**src/core/nvp_pkg.sv**
```systemverilog
`default_nettype none
package nvp_pkg;
  // I/O register offsets
  localparam logic [15:0] KEY_OFS     = 16'h00f5;
  localparam logic [15:0] DATA_OFS    = 16'h00f6;
  localparam logic [15:0] BASE_OFS    = 16'h00f7;
  localparam logic [15:0] CTRL_OFS    = 16'h00f8;
  localparam logic [15:0] DIV_OFS     = 16'h00f9;
  localparam logic [15:0] PROT_OFS    = 16'h00fa;
  localparam logic [15:0] PAGE_OFS    = 16'h00fc;
  localparam logic [15:0] ROW_OFS     = 16'h00fd;
  localparam logic [15:0] COL_OFS     = 16'h00fe;
  // Reset values
  localparam logic [7:0]  BASE_RST    = 8'h00;
  localparam logic [7:0]  CTRL_RST    = 8'h88;
  localparam logic [7:0]  DIV_RST     = 8'h01;
  // Field positions and masks
  localparam int          CTRL_EN_BIT = 3;
  localparam int          CTRL_WS_LSB = 5;
  localparam logic [7:0]  BASE_MASK   = 8'hfc;
  localparam logic [7:0]  CTRL_MASK   = 8'he8;
  localparam int          PAGE_INFO_BIT = 7;
  // Unlock key bytes
  localparam logic [7:0]  KEY_FIRST   = 8'hb6;
  localparam logic [7:0]  KEY_SECOND  = 8'h49;
  // Address geometry: 128 pages x 8 rows x 256 columns
  localparam int          PAGE_W      = 7;
  localparam int          ROW_W       = 3;
  localparam int          COL_W       = 8;
  localparam int          ARR_W       = PAGE_W + ROW_W + COL_W;
  // Programming sequencer states
  typedef enum logic [1:0] {
    PS_IDLE = 2'b01,
    PS_BUSY = 2'b10
  } prog_state_e;
endpackage
`default_nettype wire

```
**src/core/nvp_io_port.sv**
```systemverilog
// Behaviour
// Data port write captures byte to program
// Data port read returns array byte
// Every data port access advances address
// Base-high bits 7:2 place 256 KB window
// Window hit suppresses external chip selects
// Internal SRAM beats the window
// Control bit 3 gates memory-space access
// Control bits 7:5 set wait states
// Control resets to four waits, enabled
// Software picks waits meeting access time
// Divider derives programming clock enable
// Divider holds 01h-FFh, resets 01h
// Divider writable only while unlocked
// Software picks divider per clock rate
// Unlock needs consecutive B6h then 49h writes
// Divider or protection write relocks
// Hold wait while byte programs
// Increment column, then row, then page
// Divider counter restarts on rewrite; the code restarts it only when the written value differs from the old one
`default_nettype none
module nvp_io_port (
  input  wire logic        CLK,            // System clock
  input  wire logic        ARST_N,         // Async reset, active low
  input  wire logic [15:0] IO_ADDR,        // I/O address
  input  wire logic        IO_WR,          // I/O write strobe
  input  wire logic        IO_RD,          // I/O read strobe
  input  wire logic [7:0]  IO_WDATA,       // I/O write data
  output logic      [7:0]  IO_RDATA,       // I/O read data, next cycle
  input  wire logic [23:0] MEM_ADDR,       // Memory-space address
  input  wire logic        MEM_REQ,        // Memory cycle start pulse
  input  wire logic        SRAM_HIT,       // Internal SRAM decodes address
  input  wire logic [3:0]  EXT_CS_REQ,     // External selects from decoder
  output logic      [3:0]  EXT_CS,         // Gated external selects
  output logic             NVM_SEL,        // Window selects array
  output logic             WAIT_REQ,       // CPU wait request
  output logic      [17:0] ARR_ADDR,       // Array address for I/O reads
  output logic             ARR_INFO,       // Information page select
  input  wire logic [7:0]  ARR_RDATA,      // Array data at ARR_ADDR
  output logic             ARR_PROG_REQ,   // Program start pulse
  output logic      [17:0] ARR_PROG_ADDR,  // Address being programmed
  output logic             ARR_PROG_INFO,  // Programming info page
  output logic      [7:0]  ARR_PROG_DATA,  // Byte being programmed
  input  wire logic        ARR_PROG_DONE,  // Programming finished pulse
  output logic             PROG_CLK_EN,    // Programming clock enable
  output logic             UNLOCKED        // Key unlock state
);

  logic [7:0]  base_reg, base_next;
  logic [7:0]  ctrl_reg, ctrl_next;
  logic [7:0]  div_reg, div_next;
  logic [7:0]  page_reg, page_next;
  logic [nvp_pkg::ROW_W-1:0] row_reg, row_next;
  logic [nvp_pkg::COL_W-1:0] col_reg, col_next;
  logic        key_half_reg, key_half_next;
  logic        unl_reg, unl_next;
  logic [7:0]  rdata_reg, rdata_next;
  logic [7:0]  dcnt_reg, dcnt_next;
  logic        tick_reg, tick_next;
  logic [2:0]  wcnt_reg, wcnt_next;
  nvp_pkg::prog_state_e ps_reg, ps_next;
  logic [17:0] paddr_reg, paddr_next;
  logic        pinfo_reg, pinfo_next;
  logic [7:0]  pdata_reg, pdata_next;
  logic        preq_reg, preq_next;

  logic        wr_key, wr_data, rd_data, wr_div, wr_prot;
  logic        win_hit, mem_hit;
  logic [2:0]  wait_states;
  logic [17:0] cur_addr;

  // Strobe decode
  assign wr_key  = IO_WR && (IO_ADDR == nvp_pkg::KEY_OFS);
  assign wr_data = IO_WR && (IO_ADDR == nvp_pkg::DATA_OFS);
  assign rd_data = IO_RD && (IO_ADDR == nvp_pkg::DATA_OFS);
  assign wr_div  = IO_WR && (IO_ADDR == nvp_pkg::DIV_OFS);
  assign wr_prot = IO_WR && (IO_ADDR == nvp_pkg::PROT_OFS);
  assign cur_addr = {page_reg[nvp_pkg::PAGE_W-1:0], row_reg, col_reg};
  assign wait_states = ctrl_reg[nvp_pkg::CTRL_WS_LSB +: 3];

  // Window decode; SRAM wins, then the window beats external selects
  assign win_hit = (MEM_ADDR[23:18] == base_reg[7:2])
                   && ctrl_reg[nvp_pkg::CTRL_EN_BIT];
  assign mem_hit = win_hit && !SRAM_HIT;
  assign NVM_SEL = mem_hit;
  assign EXT_CS  = (win_hit || SRAM_HIT) ? 4'h0 : EXT_CS_REQ;

  // Wait asserted from the request cycle so the CPU never misses it
  assign WAIT_REQ = (ps_reg == nvp_pkg::PS_BUSY)
                    || (wcnt_reg != 3'h0)
                    || (MEM_REQ && mem_hit && (wait_states != 3'h0));

  // Register file, key sequence and address stepping
  always_comb begin
    base_next     = base_reg;
    ctrl_next     = ctrl_reg;
    div_next      = div_reg;
    page_next     = page_reg;
    row_next      = row_reg;
    col_next      = col_reg;
    key_half_next = key_half_reg;
    unl_next      = unl_reg;
    rdata_next    = rdata_reg;
    if (IO_WR) begin
      // Any other I/O write breaks a half-entered key
      key_half_next = wr_key && (IO_WDATA == nvp_pkg::KEY_FIRST);
      if (wr_key && key_half_reg && (IO_WDATA == nvp_pkg::KEY_SECOND)) begin
        unl_next = 1'b1;
      end
      unique case (IO_ADDR)
        nvp_pkg::BASE_OFS: base_next = IO_WDATA & nvp_pkg::BASE_MASK;
        nvp_pkg::CTRL_OFS: ctrl_next = IO_WDATA & nvp_pkg::CTRL_MASK;
        nvp_pkg::PAGE_OFS: page_next = IO_WDATA;
        nvp_pkg::ROW_OFS:  row_next  = IO_WDATA[nvp_pkg::ROW_W-1:0];
        nvp_pkg::COL_OFS:  col_next  = IO_WDATA;
        default: ;
      endcase
      if (wr_div && unl_reg && (IO_WDATA != 8'h00)) begin
        div_next = IO_WDATA;
      end
      if (wr_div || wr_prot) begin
        unl_next = 1'b0;
      end
    end
    // Step address after each data port access
    if (wr_data || rd_data) begin
      {page_next[nvp_pkg::PAGE_W-1:0], row_next, col_next} =
        cur_addr + 18'h00001;
    end
    if (IO_RD) begin
      unique case (IO_ADDR)
        nvp_pkg::DATA_OFS: rdata_next = ARR_RDATA;
        nvp_pkg::BASE_OFS: rdata_next = base_reg;
        nvp_pkg::CTRL_OFS: rdata_next = ctrl_reg;
        nvp_pkg::DIV_OFS:  rdata_next = div_reg;
        nvp_pkg::PAGE_OFS: rdata_next = page_reg;
        nvp_pkg::ROW_OFS:  rdata_next = {5'h00, row_reg};
        nvp_pkg::COL_OFS:  rdata_next = col_reg;
        default:           rdata_next = 8'h00;
      endcase
    end
  end

  always_ff @(posedge CLK or negedge ARST_N) begin
    if (!ARST_N) begin
      base_reg     <= nvp_pkg::BASE_RST;
      ctrl_reg     <= nvp_pkg::CTRL_RST;
      div_reg      <= nvp_pkg::DIV_RST;
      page_reg     <= 8'h00;
      row_reg      <= '0;
      col_reg      <= '0;
      key_half_reg <= 1'b0;
      unl_reg      <= 1'b0;
      rdata_reg    <= 8'h00;
    end else begin
      base_reg     <= base_next;
      ctrl_reg     <= ctrl_next;
      div_reg      <= div_next;
      page_reg     <= page_next;
      row_reg      <= row_next;
      col_reg      <= col_next;
      key_half_reg <= key_half_next;
      unl_reg      <= unl_next;
      rdata_reg    <= rdata_next;
    end
  end

  // Programming clock divider, restarted on any accepted rewrite that changes the value
  always_comb begin
    dcnt_next = dcnt_reg + 8'h01;
    tick_next = 1'b0;
    if (div_next != div_reg) begin
      dcnt_next = 8'h00;
    end else if (dcnt_reg + 8'h01 >= div_reg) begin
      dcnt_next = 8'h00;
      tick_next = 1'b1;
    end
  end

  always_ff @(posedge CLK or negedge ARST_N) begin
    if (!ARST_N) begin
      dcnt_reg <= 8'h00;
      tick_reg <= 1'b0;
    end else begin
      dcnt_reg <= dcnt_next;
      tick_reg <= tick_next;
    end
  end

  // Memory-space wait counter; loaded with waits minus the first
  always_comb begin
    wcnt_next = wcnt_reg;
    if (wcnt_reg != 3'h0) begin
      wcnt_next = wcnt_reg - 3'h1;
    end else if (MEM_REQ && mem_hit && (wait_states != 3'h0)) begin
      wcnt_next = wait_states - 3'h1;
    end
  end

  always_ff @(posedge CLK or negedge ARST_N) begin
    if (!ARST_N) begin
      wcnt_reg <= 3'h0;
    end else begin
      wcnt_reg <= wcnt_next;
    end
  end

  // Byte programming sequencer; CPU is stalled while busy
  always_comb begin
    ps_next    = ps_reg;
    paddr_next = paddr_reg;
    pinfo_next = pinfo_reg;
    pdata_next = pdata_reg;
    preq_next  = 1'b0;
    unique case (ps_reg)
      nvp_pkg::PS_IDLE: begin
        if (wr_data) begin
          pdata_next = IO_WDATA;
          paddr_next = cur_addr;
          pinfo_next = page_reg[nvp_pkg::PAGE_INFO_BIT];
          preq_next  = 1'b1;
          ps_next    = nvp_pkg::PS_BUSY;
        end
      end
      nvp_pkg::PS_BUSY: begin
        if (ARR_PROG_DONE && !preq_reg) begin
          ps_next = nvp_pkg::PS_IDLE;
        end
      end
      default: ps_next = nvp_pkg::PS_IDLE;
    endcase
  end

  always_ff @(posedge CLK or negedge ARST_N) begin
    if (!ARST_N) begin
      ps_reg    <= nvp_pkg::PS_IDLE;
      paddr_reg <= 18'h00000;
      pinfo_reg <= 1'b0;
      pdata_reg <= 8'h00;
      preq_reg  <= 1'b0;
    end else begin
      ps_reg    <= ps_next;
      paddr_reg <= paddr_next;
      pinfo_reg <= pinfo_next;
      pdata_reg <= pdata_next;
      preq_reg  <= preq_next;
    end
  end

  // Outputs
  assign IO_RDATA      = rdata_reg;
  assign ARR_ADDR      = cur_addr;
  assign ARR_INFO      = page_reg[nvp_pkg::PAGE_INFO_BIT];
  assign ARR_PROG_REQ  = preq_reg;
  assign ARR_PROG_ADDR = paddr_reg;
  assign ARR_PROG_INFO = pinfo_reg;
  assign ARR_PROG_DATA = pdata_reg;
  assign PROG_CLK_EN   = tick_reg;
  assign UNLOCKED      = unl_reg;

endmodule
`default_nettype wire

```
**config.mk**
```make
export PLATFORM = sky130hd
export DESIGN_NAME = nvp_io_port
export DESIGN_NICKNAME = d
export VERILOG_FILES = /design/src/core/nvp_pkg.sv /design/src/core/nvp_io_port.sv
export SDC_FILE = /design/constraint.sdc
export NUM_CORES = 1
export LEC_CHECK = 0
export BUFFER_PORTS_ARGS = -buffer_cell sky130_fd_sc_hd__buf_4
export CAP_MARGIN = 20
export CORE_MARGIN = 3
export CORE_UTILIZATION = 57
export CTS_CLUSTER_SIZE = 20
export DETAILED_ROUTE_END_ITERATION = 8
export GPL_TIMING_DRIVEN = 1
export PLACE_DENSITY = 0.82
export SYNTH_ARGS = -nofsm -noshare
export SYNTH_HDL_FRONTEND = slang
export SYNTH_SLANG_ARGS = --single-unit
export TNS_END_PERCENT = 100
```
**constraint.sdc**
```tcl
create_clock -name CLK -period 4.1 [get_ports CLK]
set_input_delay 0.205 -clock CLK [delete_from_list [all_inputs] [get_ports CLK]]
set_output_delay 0.205 -clock CLK [all_outputs]
set_load 0.05 [all_outputs]
```
### Word-level counts from Yosys, hierarchy flattened

Index checks and enable logic that the tools add are counted.

* add/subtract/negate cells: 4
* order comparisons: 1
* eq/ne operators: 17
* muxes and demuxes: 26
* reduce and logical (&&, ||, !) cells: 40

Operators by type and width (count)
* equality test 16 x 8 -> 1 bit (second input constant): 9
* 2-to-1 mux 8 bit: 7
* case mux 8 bit (7 select lines): 1
* 2-to-1 mux 7 bit: 3
* adder 18 x 1 -> 18 bit (second input constant): 1
* AND reduction 2 bit: 9
* logical AND 1 bit: 15
* 2-to-1 mux 3 bit: 5
* nonzero test 2 bit: 6
* adder 8 x 1 -> 8 bit (second input constant): 1
* equality test 8 x 7 -> 1 bit (second input constant): 1
* equality test 8 bit (second input constant): 1
* greater-or-equal comparator 8 bit: 1
* != test 8 bit: 1
* nonzero test 8 bit: 1
* equality test 6 bit: 1
* 2-to-1 mux 1 bit: 6
* nonzero test 3 bit: 2
* subtractor 3 x 1 -> 3 bit (second input constant): 2
* logical OR 1 bit: 5
* 2-to-1 mux 2 bit: 2
* 2-to-1 mux 4 bit: 1
* case mux 2 bit (2 select lines): 1
* equality test 2 x 1 -> 1 bit (second input constant): 1
* other kinds (4): 5

* bits in registers: 89
* bits of input ports: 67
* output and inout port bits: 63
* logic and storage cells: 106

### Depth between registers and ports, before layout

* depth after elaboration: 8
* depth in mapped cells: 9
* mapped depth without buffers: 9

### Worst setup path after synthesis

OpenSTA, ideal clock, no wires.

* path kind: register -> output
* start: register base_reg[5]
* end: output WAIT_REQ
* arrival time: 3.149 ns
* required time: 3.895 ns
* slack: 0.746 ns
* cell stages (with the launch flop): 6
* path buffers: 0
* cell sequence: dfrtp_1 -> xnor2_1 -> nand2_1 -> nor4_1 -> a21boi_0 -> nand2_1

* cells in the longest elaborated chain, start to end: 6

Ends and longest elaborated chain
* start: declaration: RTL line nvp_io_port.sv:49 `logic [7:0] base_reg, base_next;`
* start signal: assignment: RTL line nvp_io_port.sv:146 `base_reg <= nvp_pkg::BASE_RST;`
* start signal: assignment: RTL line nvp_io_port.sv:156 `base_reg <= base_next;`
* equality test 6 bit: RTL line nvp_io_port.sv:82 `assign win_hit = (MEM_ADDR[23:18] == base_reg[7:2])`
* logical AND 1 bit: RTL line nvp_io_port.sv:83 `&& ctrl_reg[nvp_pkg::CTRL_EN_BIT];`
* logical AND 1 bit: RTL line nvp_io_port.sv:84 `assign mem_hit = win_hit && !SRAM_HIT;`
* named net NVM_SEL: RTL line nvp_io_port.sv:35 `output logic NVM_SEL,`
* logical AND 1 bit (2 in series): RTL line nvp_io_port.sv:91 `|| (MEM_REQ && mem_hit && (wait_states != 3'h0));`
* logical OR 1 bit: RTL line nvp_io_port.sv:91
* end: declaration: RTL line nvp_io_port.sv:36 `output logic WAIT_REQ,`

The timed path passes the listed nets, and every way through them passes these cells.

### Worst setup path after layout

* start: register base_reg[5]
* end: output WAIT_REQ

* cells in the longest elaborated chain, start to end: 6

Ends and longest elaborated chain (RTL line)
* equality test 6 bit: nvp_io_port.sv:82
* logical AND 1 bit: nvp_io_port.sv:83
* logical AND 1 bit: nvp_io_port.sv:84
* logical AND 1 bit (2 in series): nvp_io_port.sv:91
* logical OR 1 bit: nvp_io_port.sv:91

No other way between the ends.

==> results.toml <==
[routing]
first_pass_iters = 5
drt_iter0_markers = 431
antenna_left = 0
vias = 4345
wirelength_um = 13800
vias_per_cell = 6.35
routedWlPerCell_um = 20.2
drc = 0

[cts]
cts.sinks = 89
cts_tree = "done"
cts_resized = 0
cts_root_buf = "clkbuf_8"
clk_pin_slew_ns = 0.09
cts_buffers = 9
clk_latency_ns = 0.36
postCtsSetupBuffers = 0
ctsHtreeMaxLevel = 3
cts_buffer_depth = 2

[flow_run]
maxCapViolCount = 0

[sta]
fmax_ghz = 0.369
maxSlewViolCount = 0
setup_viol = 0
rsz0062_at_grt = "false"
worstMarginPinSlew_ns = 0.825
finalClockSkew_ns = 0.0100
setup_tns_ns = 0
slew-limit-headroom_pct = 44.5
min_period_ns = 2.71
finalCritPeriodShare_pct = 66.0
hold_ws_ns = 0.151
finalHoldViolCount = 0

[worst_hold_path]
hold_depth = 2
holdPathEnd = "IO_RDATA[4]"
min_path_type = "input pin to register"
min_from = "IO_RD"

[synthesis]
syn_area_um2 = 4900
synth_flop_cell = "dfrtp_1"
post_synth.cell_area_avg_um2 = 10.3
yosysWarningCount = 0
synth_cell_type_count = 62
synth_edf_count = 0
netlist_instances = 474
ys_ff_latch = 89
syn_nets = 552
yosysSeqAreaShare_pct = 45.5
ys_async_sr_fraction_pct = 100

[finish]
syn_to_final_growth_pct = 22.9
largest_reg_flops = 18
antenna_cells = 0
mostFrequentLayoutCells = "buf_4, dfrtp_1, mux2_2"
fin_util_pct = 72.6
num-nets-final = 652
final_common_cell = "buf_4"
drive_above_1_share_pct = 33.2

[floorplanning]
num_io_pins = 130
start_util_pct = 59.1
rows = 33
fp.dieH_um = 98.7
dieArea_um2 = 9750
die_w_um = 98.7
core_um2 = 8300

[global_route]
grt_remaining_overflow = 0
grt_max_degree = 53
grt_pass1_wl_um = 22400
antenna_found_initial = 0
grt_pass1_vias = 4200
grt_use_total_pct = 29.2

[place]
port_buffers = 111
gp_congestion = 0.927
dp_hpwl_um = 10000

[worst_setup_path]
cp-start-kind = "register"
reg2reg_from = "dcnt_reg[0]"
worst_r2r_endpoint = "dcnt_reg[7]"
worst_setup_path_end_kind = "output port"
rr_worst_depth = 9
required_ns = 3.89
r2r_slack_ns = 1.78
criticalPathCategory = "register to output port"
cp.arrival_ns = 2.50
critical_path.max_fanout = 4

[power]
ir_worst_vdd_v = 0.000225
leakage_nw = 2.89
power_density_nw_per_um2 = 290

[run_status]
status = "finished clean"
how the worst max path moves through the flow:
stage	start	endpoint	slack [ns]	cells past startpoint
after floorplan	base_reg[5]	WAIT_REQ	0.75	5
after global placement	IO_ADDR[9]	col_reg[7]	1.46	6
after detailed placement	IO_ADDR[9]	col_reg[7]	1.48	6
after CTS	base_reg[5]	WAIT_REQ	1.44	6
after global routing	base_reg[5]	WAIT_REQ	1.16	6
final	base_reg[5]	WAIT_REQ	1.39	6
cell families after synthesis:
family | synth area share (%)
buf+inv | 3.63
flops | 45.5
simple gates | 17.8
mux | 12.3
xor+xnor | 3.75
compound gates | 14.2
fa+ha+maj | 2.81
timing repair:
item / in CTS / in global routing
hold buffers: 1 / 0
setup endpoints to repair: 0 / 0
endpoints found under the hold margin: 37 / 0
Yosys cell counts, drive strengths merged (3+ instances only):
cell    count  area, um2
dfrtp      85       2130
mux2       43        510
nand2      34        128
nor2       27        104
a21oi      24        120
o21ai      22        110
clkbuf     21       78.8
nand3      17       85.1
inv        16       60.1
nor2b      15       93.8
xor2       13        114
ha         11        138
nor3       10       55.1
and2        9       56.3
mux2i       9       90.1
nand4       9       56.3
nor4        9       71.3
xnor2       8       70.1
o221a       7       78.8
a211oi      6       45.0
and3        6       37.5
and4        6       52.6
buf         6       38.8
nand2b      5       31.3
a311oi      4       35.0
a31oi       4       25.0
dfstp       4        105
a22oi       3       22.5
nand3b      3       22.5
nor4bb      3       30.0
o21a        3       22.5
stage by stage:
stage | instance area, um2 | setup slack, ns | total power, W | cells
after floorplan | 4900 | 0.746 | 0.000974 | 474
after global placement | 5780 | 1.46 | 0.00106 | 667
after detailed placement | 5780 | 1.48 | 0.00106 | 667
after CTS | 6020 | 1.44 | 0.00175 | 684
after global routing | 6020 | 1.16 | 0.00180 | 684
final | 6020 | 1.39 | 0.00175 | 684
final cells by class:
| class | count | area [um2] |
|---|---|---|
| multi-input combinational | 342 | 2490 |
| fill | 607 | 2280 |
| sequential | 89 | 2230 |
| timing repair buffer | 116 | 873 |
| clock buffer | 10 | 138 |
| tap | 105 | 131 |
| clock inverter | 6 | 96.3 |
| inverter | 16 | 60.1 |
per-layer routing:
layer / global-route usage, % / up-vias / routed length (um)
met2: 45.2 / 236 / 6450
met4: 7.88 / 0 / 306
li1: - / 1946 / -
met1: 40.6 / 2129 / 5710
met5: 0 / - / 0
met3: 8.21 / 34 / 1320
power by group:
part / total [W] / switching, W / internal (W)
clock: 0.000705 / 0.000336 / 0.000369
sequential: 0.000885 / 0.00000315 / 0.000882
combinational: 0.000158 / 0.0000996 / 0.0000585
critical path, stage by stage (launching register included):
cell and delay [ns]:
dfrtp_1 0.43, xnor2_1 0.18, nand2_1 0.10, nor4_1 0.72, a21boi_0 0.38, nand2_1 0.13
buf_4 0.20
(Power assumes the default switching activity.)
